$ cat config.mk
export PLATFORM = sky130hd
export DESIGN_NAME = system_clock_source_select
export DESIGN_NICKNAME = d
export VERILOG_FILES = /design/src/core/clk_src_pkg.sv /design/src/core/system_clock_source_select.sv
export SDC_FILE = /design/constraint.sdc
export NUM_CORES = 1
export LEC_CHECK = 0
export BUFFER_PORTS_ARGS = -buffer_cell sky130_fd_sc_hd__buf_4
export CAP_MARGIN = 20
export CORE_ASPECT_RATIO = 0.6
export CORE_MARGIN = 10
export CORE_UTILIZATION = 35
export CTS_CLUSTER_DIAMETER = 200
export CTS_CLUSTER_SIZE = 25
export DETAILED_ROUTE_END_ITERATION = 12
export PLACE_DENSITY_LB_ADDON = 0.2
export SYNTH_ARGS = -nofsm -noshare
export SYNTH_HDL_FRONTEND = slang
export SYNTH_SLANG_ARGS = --single-unit
$ cat constraint.sdc
create_clock -name i_clk -period 5.2 [get_ports i_clk]
set_clock_uncertainty 0.1 [all_clocks]
set_input_delay 0 -clock i_clk [delete_from_list [all_inputs] [get_ports i_clk]]
set_output_delay 0 -clock i_clk [all_outputs]
set_load 0.03 [all_outputs]
$ cat src/core/clk_src_pkg.sv
// shared constants, types and register map of the system clock source selector
package clk_src_pkg;

    // ----------------------------------------------------------------
    // register map (byte offsets)
    // ----------------------------------------------------------------
    localparam logic [7:0]  CLOCK_DIVISOR_REG_OFS  = 8'h00;
    localparam logic [7:0]  FAST_RC_TUNE_REG_OFS   = 8'h04;
    localparam logic [7:0]  CLOCK_STATUS_REG_OFS   = 8'h08;

    // ----------------------------------------------------------------
    // field positions and reset values
    // ----------------------------------------------------------------
    localparam int          POSTSCALE_LSB          = 8;
    localparam int          POSTSCALE_MSB          = 10;
    localparam logic [2:0]  POSTSCALE_RST          = 3'h0;
    localparam int          TUNE_WIDTH             = 6;
    localparam logic [5:0]  TUNE_RST               = 6'h00;
    localparam int          STATUS_MODE_LSB        = 0;
    localparam int          STATUS_PLL_BIT         = 4;
    localparam int          STATUS_OVERSPEED_BIT   = 5;

    // ----------------------------------------------------------------
    // initial oscillator select codes
    // ----------------------------------------------------------------
    localparam logic [2:0]  OSC_FAST_RC            = 3'h0;
    localparam logic [2:0]  OSC_FAST_RC_PLL        = 3'h1;
    localparam logic [2:0]  OSC_PRIMARY            = 3'h2;
    localparam logic [2:0]  OSC_PRIMARY_PLL        = 3'h3;
    localparam logic [2:0]  OSC_SECONDARY          = 3'h4;
    localparam logic [2:0]  OSC_SLOW_RC            = 3'h5;
    localparam logic [2:0]  OSC_FAST_RC_POSTSCALE  = 3'h6;
    localparam logic [2:0]  OSC_UNPROGRAMMED       = 3'h7;

    // primary oscillator mode codes
    localparam logic [1:0]  PRIM_EXTERNAL_CLOCK    = 2'h0;
    localparam logic [1:0]  PRIM_MEDIUM_SPEED      = 2'h1;
    localparam logic [1:0]  PRIM_HIGH_SPEED        = 2'h2;
    localparam logic [1:0]  PRIM_DISABLED          = 2'h3;

    // ----------------------------------------------------------------
    // nominal rates
    // ----------------------------------------------------------------
    localparam logic [31:0] FAST_RC_HZ             = 32'd7370000;
    localparam logic [31:0] SLOW_RC_HZ             = 32'd32768;
    localparam logic [31:0] SECONDARY_HZ           = 32'd32768;
    localparam logic [31:0] INSTR_MAX_HZ           = 32'd16000000;
    localparam int          PLL_SHIFT              = 2;
    localparam int          INSTR_DIV_SHIFT        = 1;

    // ----------------------------------------------------------------
    // types
    // ----------------------------------------------------------------
    typedef struct packed {
        logic [2:0] initial_osc_select;
        logic [1:0] primary_osc_mode_select;
    } osc_cfg_s;

    typedef enum logic [3:0] {
        MODE_FAST_RC        = 4'h0,
        MODE_FAST_RC_PLL    = 4'h1,
        MODE_FAST_RC_DIV    = 4'h2,
        MODE_EXT_CLOCK      = 4'h3,
        MODE_MEDIUM_SPEED   = 4'h4,
        MODE_HIGH_SPEED     = 4'h5,
        MODE_EXT_CLOCK_PLL  = 4'h6,
        MODE_MEDIUM_PLL     = 4'h7,
        MODE_HIGH_PLL       = 4'h8,
        MODE_SECONDARY      = 4'h9,
        MODE_SLOW_RC        = 4'hA,
        MODE_FALLBACK_RC    = 4'hB
    } clk_mode_e;

endpackage

$ cat src/core/system_clock_source_select.sv
// system clock source selector with postscaler, instruction divider and register port
// ----------------------------------------------------------------
// What this block does
// offers seven clock options: fast rc, fast rc with pll, primary, primary with pll, secondary, slow rc, fast rc postscaled.
// the fast internal rc is taken as a 7.37 MHz source when selected.
// software tunes the fast internal rc through a tuning register that drives the oscillator trim.
// bits 10:8 of the clock divisor register pick the fast rc division from 1:2 to 1:256.
// the primary oscillator works as medium speed crystal, high speed crystal or external clock.
// in external clock mode the outside party drives its clock straight onto the primary input pin.
// the secondary oscillator runs a 32.768 kHz crystal across its two pins.
// the slow internal rc runs at 32.768 kHz and also clocks the watchdog and the clock failure monitor.
// the 4x pll may only follow the fast rc or the primary oscillator.
// at power-on reset the source comes from the 3-bit select and 2-bit primary mode configuration fields.
// unprogrammed configuration bits give the fast rc as the power-on source.
// the configuration fields encode twelve distinct clock modes.
// the oscillator or pll output is divided by two to form the instruction and peripheral clocks.
// instruction rates above 16 MHz are flagged as out of the supported range.
// postscaler codes map to powers of two, code zero divides by two and code seven by 256.
// the configuration selection is taken only during reset and held until the next reset.
// ----------------------------------------------------------------
//
// Decided for this implementation: the address-and-strobe port and the register offsets.
module system_clock_source_select
    import clk_src_pkg::*;
#(
    parameter logic [31:0] PRIMARY_HZ = 32'd8000000
) (
    // clock and reset
    input  wire logic        i_clk,
    input  wire logic        i_rst_n,
    // nonvolatile configuration
    input  wire osc_cfg_s    i_cfg,
    // oscillator ticks, one cycle each
    input  wire logic        i_fast_rc_tick,
    input  wire logic        i_pll_tick,
    input  wire logic        i_primary_tick,
    input  wire logic        i_secondary_tick,
    input  wire logic        i_slow_rc_tick,
    // register port
    input  wire logic [7:0]  i_addr,
    input  wire logic [15:0] i_wdata,
    input  wire logic        i_wr,
    input  wire logic        i_rd,
    output logic      [15:0] o_rdata,
    // oscillator control
    output logic      [5:0]  o_fast_rc_tune,
    output logic             o_pll_en,
    output logic             o_primary_en,
    output logic      [1:0]  o_primary_mode,
    output logic             o_secondary_en,
    output logic             o_overspeed,
    // derived clocks
    output logic             o_osc_tick,
    output logic             o_instr_tick,
    output logic             o_periph_tick,
    output logic             o_watchdog_ref_tick,
    output logic             o_failmon_ref_tick
);

    // ----------------------------------------------------------------
    // configuration capture and mode decode
    // ----------------------------------------------------------------
    osc_cfg_s  cfg_q;
    osc_cfg_s  cfg_d;
    clk_mode_e mode_q;
    clk_mode_e mode_d;

    always_comb begin
        cfg_d = i_rst_n ? cfg_q : i_cfg;
        case (cfg_d.initial_osc_select)
            OSC_FAST_RC:           mode_d = MODE_FAST_RC;
            OSC_FAST_RC_PLL:       mode_d = MODE_FAST_RC_PLL;
            OSC_FAST_RC_POSTSCALE: mode_d = MODE_FAST_RC_DIV;
            OSC_SECONDARY:         mode_d = MODE_SECONDARY;
            OSC_SLOW_RC:           mode_d = MODE_SLOW_RC;
            OSC_UNPROGRAMMED:      mode_d = MODE_FAST_RC;
            OSC_PRIMARY, OSC_PRIMARY_PLL: begin

                case (cfg_d.primary_osc_mode_select)
                    PRIM_EXTERNAL_CLOCK: mode_d = cfg_d.initial_osc_select[0] ?
                                                  MODE_EXT_CLOCK_PLL : MODE_EXT_CLOCK;
                    PRIM_MEDIUM_SPEED:   mode_d = cfg_d.initial_osc_select[0] ?
                                                  MODE_MEDIUM_PLL : MODE_MEDIUM_SPEED;
                    PRIM_HIGH_SPEED:     mode_d = cfg_d.initial_osc_select[0] ?
                                                  MODE_HIGH_PLL : MODE_HIGH_SPEED;
                    default:             mode_d = MODE_FALLBACK_RC;
                endcase
            end
            default:               mode_d = MODE_FAST_RC;
        endcase
    end

    always_ff @(posedge i_clk) begin
        cfg_q  <= cfg_d;
        mode_q <= mode_d;
    end

    // ----------------------------------------------------------------
    // registers
    // ----------------------------------------------------------------
    logic [2:0]  postscale_q;
    logic [2:0]  postscale_d;
    logic [5:0]  tune_q;
    logic [5:0]  tune_d;
    logic [15:0] rdata_q;
    logic [15:0] rdata_d;
    logic        pll_q;
    logic        pll_d;
    logic        overspeed_q;
    logic        overspeed_d;
    logic [31:0] osc_hz;

    always_comb begin
        postscale_d = postscale_q;
        tune_d      = tune_q;
        rdata_d     = 16'h0000;
        if (i_wr && i_addr == CLOCK_DIVISOR_REG_OFS) begin
            postscale_d = i_wdata[POSTSCALE_MSB:POSTSCALE_LSB];
        end
        if (i_wr && i_addr == FAST_RC_TUNE_REG_OFS) begin
            tune_d = i_wdata[TUNE_WIDTH-1:0];
        end
        if (i_rd) begin
            case (i_addr)
                CLOCK_DIVISOR_REG_OFS: rdata_d[POSTSCALE_MSB:POSTSCALE_LSB] = postscale_q;
                FAST_RC_TUNE_REG_OFS:  rdata_d[TUNE_WIDTH-1:0] = tune_q;
                CLOCK_STATUS_REG_OFS: begin
                    rdata_d[STATUS_MODE_LSB+3:STATUS_MODE_LSB] = mode_q;
                    rdata_d[STATUS_PLL_BIT]       = pll_q;
                    rdata_d[STATUS_OVERSPEED_BIT] = overspeed_q;
                end
                default:               rdata_d = 16'h0000;
            endcase
        end
        if (!i_rst_n) begin
            postscale_d = POSTSCALE_RST;
            tune_d      = TUNE_RST;
        end
    end

    // nominal oscillator rate of the mode in force
    always_comb begin
        case (mode_q)
            MODE_FAST_RC_PLL:   osc_hz = FAST_RC_HZ << PLL_SHIFT;
            MODE_FAST_RC_DIV:   osc_hz = FAST_RC_HZ >> (32'(postscale_q) + 32'd1);
            MODE_EXT_CLOCK,
            MODE_MEDIUM_SPEED,
            MODE_HIGH_SPEED:    osc_hz = PRIMARY_HZ;
            MODE_EXT_CLOCK_PLL,
            MODE_MEDIUM_PLL,
            MODE_HIGH_PLL:      osc_hz = PRIMARY_HZ << PLL_SHIFT;
            MODE_SECONDARY:     osc_hz = SECONDARY_HZ;
            MODE_SLOW_RC:       osc_hz = SLOW_RC_HZ;
            default:            osc_hz = FAST_RC_HZ;
        endcase
        pll_d = (mode_q == MODE_FAST_RC_PLL) || (mode_q == MODE_EXT_CLOCK_PLL) ||
                (mode_q == MODE_MEDIUM_PLL) || (mode_q == MODE_HIGH_PLL);
        overspeed_d = (osc_hz >> INSTR_DIV_SHIFT) > INSTR_MAX_HZ;
    end

    always_ff @(posedge i_clk) begin
        postscale_q <= postscale_d;
        tune_q      <= tune_d;
        rdata_q     <= rdata_d;
        pll_q       <= pll_d;
        overspeed_q <= overspeed_d;
    end

    // ----------------------------------------------------------------
    // fast rc postscaler and source mux
    // ----------------------------------------------------------------
    logic [7:0] div_cnt_q;
    logic [7:0] div_cnt_d;
    logic [7:0] div_last;
    logic       div_tick_q;
    logic       div_tick_d;
    logic       osc_tick_q;
    logic       osc_tick_d;
    logic       phase_q;
    logic       phase_d;
    logic       instr_tick_q;
    logic       instr_tick_d;
    logic       wdt_tick_q;
    logic       wdt_tick_d;

    always_comb begin
        div_last   = 8'hFF >> (3'h7 - postscale_q);
        div_cnt_d  = div_cnt_q;
        div_tick_d = 1'b0;
        if (i_fast_rc_tick) begin
            if (div_cnt_q >= div_last) begin
                div_cnt_d  = 8'h00;
                div_tick_d = 1'b1;
            end else begin
                div_cnt_d = div_cnt_q + 8'h01;
            end
        end
        case (mode_q)
            MODE_FAST_RC,
            MODE_FALLBACK_RC:   osc_tick_d = i_fast_rc_tick;
            MODE_FAST_RC_DIV:   osc_tick_d = div_tick_q;
            MODE_FAST_RC_PLL,
            MODE_EXT_CLOCK_PLL,
            MODE_MEDIUM_PLL,
            MODE_HIGH_PLL:      osc_tick_d = i_pll_tick;
            MODE_EXT_CLOCK,
            MODE_MEDIUM_SPEED,
            MODE_HIGH_SPEED:    osc_tick_d = i_primary_tick;
            MODE_SECONDARY:     osc_tick_d = i_secondary_tick;
            MODE_SLOW_RC:       osc_tick_d = i_slow_rc_tick;
            default:            osc_tick_d = 1'b0;
        endcase
        phase_d      = osc_tick_q ? !phase_q : phase_q;
        instr_tick_d = osc_tick_q && phase_q;
        wdt_tick_d   = i_slow_rc_tick;
        if (!i_rst_n) begin
            div_cnt_d    = 8'h00;
            div_tick_d   = 1'b0;
            osc_tick_d   = 1'b0;
            phase_d      = 1'b0;
            instr_tick_d = 1'b0;
            wdt_tick_d   = 1'b0;
        end
    end

    always_ff @(posedge i_clk) begin
        div_cnt_q    <= div_cnt_d;
        div_tick_q   <= div_tick_d;
        osc_tick_q   <= osc_tick_d;
        phase_q      <= phase_d;
        instr_tick_q <= instr_tick_d;
        wdt_tick_q   <= wdt_tick_d;
    end

    // ----------------------------------------------------------------
    // outputs
    // ----------------------------------------------------------------
    logic       osc_out_q;
    logic       primary_en_q;
    logic       secondary_en_q;

    always_ff @(posedge i_clk) begin
        osc_out_q      <= i_rst_n && osc_tick_q;
        primary_en_q   <= i_rst_n && (mode_q inside {MODE_EXT_CLOCK, MODE_MEDIUM_SPEED,
                          MODE_HIGH_SPEED, MODE_EXT_CLOCK_PLL, MODE_MEDIUM_PLL,
                          MODE_HIGH_PLL});
        secondary_en_q <= i_rst_n && (mode_q == MODE_SECONDARY);
    end

    assign o_rdata             = rdata_q;
    assign o_fast_rc_tune      = tune_q;
    assign o_pll_en            = pll_q;
    assign o_primary_en        = primary_en_q;
    assign o_primary_mode      = cfg_q.primary_osc_mode_select;
    assign o_secondary_en      = secondary_en_q;
    assign o_overspeed         = overspeed_q;
    assign o_osc_tick          = osc_out_q;
    assign o_instr_tick        = instr_tick_q;
    assign o_periph_tick       = instr_tick_q;
    assign o_watchdog_ref_tick = wdt_tick_q;
    assign o_failmon_ref_tick  = wdt_tick_q;
endmodule // system_clock_source_select

Yosys cells after proc, flatten, opt, wreduce, memory -nomap -nowiden:

Index checks and enable logic that the tools add are counted.

* flip-flop bits (word level): 52
* output and inout bits: 33

* add/sub/neg operators: 3
* $lt $le $gt $ge: 2
* eq/ne operators: 22
* shift-type cells: 2
* mux-type cells: 11
* reduce and logical (&&, ||, !) cells: 24

Operators with widths (count)
* $pmux 32 s5: 1
* $shr 23x4->32 const A: 1
* $gt 31x24->1 const B: 1
* $pmux 4 s6: 1
* $eq 4x3->1 const B: 4
* $eq 4x4->1 const B: 4
* $eq 3x3->1 const B: 4
* $pmux 4 s3: 1
* $pmux 6 s2: 1
* $add 8x1->8 const B: 1
* $eq 4x2->1 const B: 2
* $eq 8x3->1 const B: 1
* $eq 8x4->1 const B: 1
* $ge 8x8->1: 1
* $logic_not 8->1: 1
* $mux 8: 1
* $reduce_or 2->1: 4
* $shr 8x3->8 const A: 1
* $eq 3x2->1 const B: 2
* $logic_and 1x1->1: 6
* $pmux 1 s6: 1
* $reduce_bool 6->1: 1
* $reduce_or 3->1: 2
* $mux 5: 1
* other kinds (17): 20

Logic depth before layout (Yosys ltp):

* depth in word-level cells: 4
* gate-level depth with buffers: 7

Least setup slack after synthesis:

Ideal clock, no wire load.

* path type: register to register
* from: reg postscale_q[2]
* to: reg div_cnt_q[3]
* library setup time: 0.116 ns
* data arrival time: 1.662 ns
* required time: 4.984 ns
* slack: 3.322 ns
* cell stages (with the launch flop): 8
* buffers on the path: 1
* clock period less this slack: 1.878 ns
* path through: dfxtp_1 > clkbuf_1 > o21ai_0 > ha_1 > o211ai_1 > o21ai_0 > nand3_1 > and3_1

* longest elaborated chain between the ends: 4

RTL lines
* from (decl): line system_clock_source_select.sv:101 `logic [2:0] postscale_q;`
* from (signal assigned): line system_clock_source_select.sv:162 `postscale_q <= postscale_d;`
* $sub 3x3->3: line system_clock_source_select.sv:187 `div_last = 8'hFF >> (3'h7 - postscale_q);`
* $shr 8x3->8: line system_clock_source_select.sv:187
* $ge 8x8->1: line system_clock_source_select.sv:191 `if (div_cnt_q >= div_last) begin`
* $mux 8: line system_clock_source_select.sv:191
* to (signal assigned): line system_clock_source_select.sv:227 `div_cnt_q <= div_cnt_d;`
* to (decl): line system_clock_source_select.sv:172 `logic [7:0] div_cnt_q;`

No other way between the ends.
A chain may end at the register's enable or synchronous reset.

Worst setup path in the final report:

* from: reg postscale_q[1]
* to: reg div_cnt_q[5]

Same word-level chain as after synthesis.

==> summary.txt <==
Outcome
  • Status: finished, final reports clean

Timing
  • # setup viols final: 0
  • Worst slew margin: a little under three fifths
  • Max frequency: roughly 460 MHz
  • Measured slew at the worst slew-check pin: 655 ps
  • Slew Viols, Final: 0
  • Fin. Hold Viols: 0
  • RSZ-0062 raised after global routing: false
  • Fin Hold WS: ~33 ps
  • Tcrit/Tclk final: 41.7%
  • Min cycle time layout: between 2000 and 2500 ps
  • Post-Route Setup TNS: 0 ps

Power and ir drop
  • Leak: 1.31 nW
  • VDD IR max: approximately 160 uV
  • Pwr Density: ~270 mW/mm^2

Routing
  • DR DRC count: 0
  • DR WL/cell: approximately 13 microns
  • Via count: ~1,700
  • Wirelength, routed: around 5000 microns
  • Antenna-violating nets left: 0
  • DR pass1 iterations: 4
  • Vias per cell: approximately 4.5
  • Number of DRC markers in iteration 0: 58

Cells and area
  • Fill count: 550
  • Most common cell after layout, fill and taps aside: buf_4
  • Commonest non-fill, non-tap cells in the layout: buf_4, dfxtp_1, dlygate4sd3_1
  • ANT cells: 0
  • Cell area after layout: between 0.002 and 0.003 sq mm
  • Share of post-route cells with drive strength above 1: between 20 and 25%
  • P&R area growth vs syn: 37.6%
  • Final nets: 338

Clocking
  • CTS Sinks: between 40 and 50
  • CTS tree: yes
  • Clock Tree Buf Depth: 2
  • Inserted Clock Buffers: 5
  • CTS H-tree depth: 2
  • Clock Latency Late Sink: 300 ps
  • CTS Root Buffer Type: clkbuf_8
  • Post-CTS Setup Bufs: 0
  • Clock slew seen by the registers of the worst setup and hold paths: about 90 ps

Run
  • # Max-Cap Violations: 0

Hold path
  • Hold Path Class: primary input to flip-flop

Floorplanning
  • Die Span Y: roughly 80 microns
  • Die Width: 119 microns
  • Core Region: 0.00565 sq mm
  • Initial cell density of the core: between 30% and 40%
  • IO Count: a little over 70
  • Die Area: 0.00948 sq mm
  • Row cnt: 21

Yosys
  • Post-synthesis cell count: about 220
  • Post-synth cell types: between 40 and 50
  • Mapped cell area: ~0.0021 sq mm
  • Post-synthesis sequential area ratio: a little over two fifths
  • Mean Syn Cell Area: ~9.6 sq um
  • Yosys warns: 0
  • Flops & latches, synth: 45

Global route
  • Pin count of the biggest net entering global routing: 18
  • First-pass GRT wire length: a little under 9000 microns
  • Initial antenna violation count: 0
  • Gr ovfl total: 0
  • Total GRT Usage: between 10% and 20%
  • Vias in the first global route: ~1,800

Worst setup path
  • CP startpoint kind: flip-flop
  • Critical Path RT: around 5300 ps
  • Critical Path AT: around 2300 ps
  • CP Max Fanout: 8
  • Critical path class: flip-flop to flip-flop
  • Worst setup EP type: flip-flop

Place
  • Detailed Place HPWL: 3710 microns
  • Port-buffer cells: 56
  • Area after DPL: about 0.0025 sq mm
  • Gp weighted congestion: around 0.8
cell families after synthesis:
family,synth area share (%)
buffers and inverters,7.32
other,0.181
multiplexers,9.01
AND/OR/NAND/NOR,20.4
AO/OA/AOI/OAI,10.8
adder cells (fa/ha/maj),4.84
flip-flops,43.6
XOR/XNOR,3.81
area by class of cell:
class | count | area, sq um | area share [%]
multi-input cells | 152 | 1040 | 36.6
inverters | 6 | 22.5 | 0.791
well taps | 80 | 100 | 3.52
flip-flops and latches | 45 | 901 | 31.6
clock buffers | 6 | 82.6 | 2.90
clock inverters | 2 | 17.5 | 0.615
repair buffers | 82 | 681 | 23.9
per-layer routing:
metal | share of wire (%) | track usage [%] | vias to the layer above
li1 | - | - | 888
met2 | 45 | 16.8 | 30
met3 | 6.4 | 4.80 | 3
met5 | 0 | 0 | -
met4 | 0.38 | 1.46 | 0
met1 | 48 | 14.1 | 760
metrics by stage:
| step | instances | utilization [%] | setup slack [ps] | total power [mW] |
|---|---|---|---|---|
| global placement | 339 | 44.0 | 3020 | 0.527 |
| CTS | 373 | 50.4 | 3020 | 0.779 |
| finish | 373 | 50.4 | 3030 | 0.767 |
| detailed placement | 339 | 44.0 | 3030 | 0.528 |
| global route | 373 | 50.4 | 2740 | 0.812 |
| floorplan | 223 | - | 3320 | 0.489 |
state kept, by name (all words and copies together), names as in the netlist:
register	count
o_pll_en	1
o_osc_tick	1
o_failmon_ref_tick	1
postscale_q	3
cfg_q	3
div_tick_q	1
phase_q	1
o_primary_en	1
div_cnt_q	8
o_rdata	9
o_primary_mode	2
o_instr_tick	1
osc_tick_q	1
o_secondary_en	1
mode_q	4
o_overspeed	1
o_fast_rc_tune	6
final timing paths:
check / slack [ps] / start / to / depth (start not counted)
max reg2reg: 3030 / postscale_q[1] / div_cnt_q[5] / 6
max: 3030 / postscale_q[1] / div_cnt_q[5] / 6
min reg2reg: 400 / phase_q / o_instr_tick / 1
min: 30 / i_wr / o_fast_rc_tune[2] / 4
worst max-delay path: stages, from the launching register on:
cell	delay (ps)
dfxtp_1	460
nand3_1	120
ha_1	310
o211ai_1	80
o21ai_0	420
nand3_1	330
and3_1	260
where the power goes:
group,total [mW],internal [mW],switching (mW)
clock,0.234,0.110,0.124
combinational,0.145,0.0714,0.0731
sequential,0.388,0.366,0.0222
synthesized netlist by cell type (all sizes together):
cell type  count  area, sq um
a211oi         2         15.0
a21o           2         15.0
a21oi          8         40.0
a221oi         1         8.76
a22o           1         8.76
a22oi          7         52.6
and2           3         18.8
and3           8         50.1
and3b          2         17.5
buf           16          114
clkbuf         4         15.0
conb           1         3.75
dfxtp         45          901
ha             8          100
inv            6         22.5
mux2           2         30.0
mux2i         14          156
nand2         11         41.3
nand2b         6         37.5
nand3          3         20.0
nand3b         1         7.51
nand4          6         52.6
nor2          25         93.8
nor2b          3         18.8
nor3           4         20.0
nor4           2         27.5
nor4b          2         17.5
o211ai         2         15.0
o21a           1         7.51
o21ai          8         40.0
o22ai          2         12.5
o2bb2ai        1         8.76
xnor2          4         35.0
xor2           5         43.8
repair_timing:
| action | 4_1_cts | 5_1_grt |
|---|---|---|
| gates resized for setup | 0 | 0 |
| hold buffers | 26 | 0 |
| endpoints found under the hold margin | 39 | 0 |
Power figures use the tool's default switching activity.
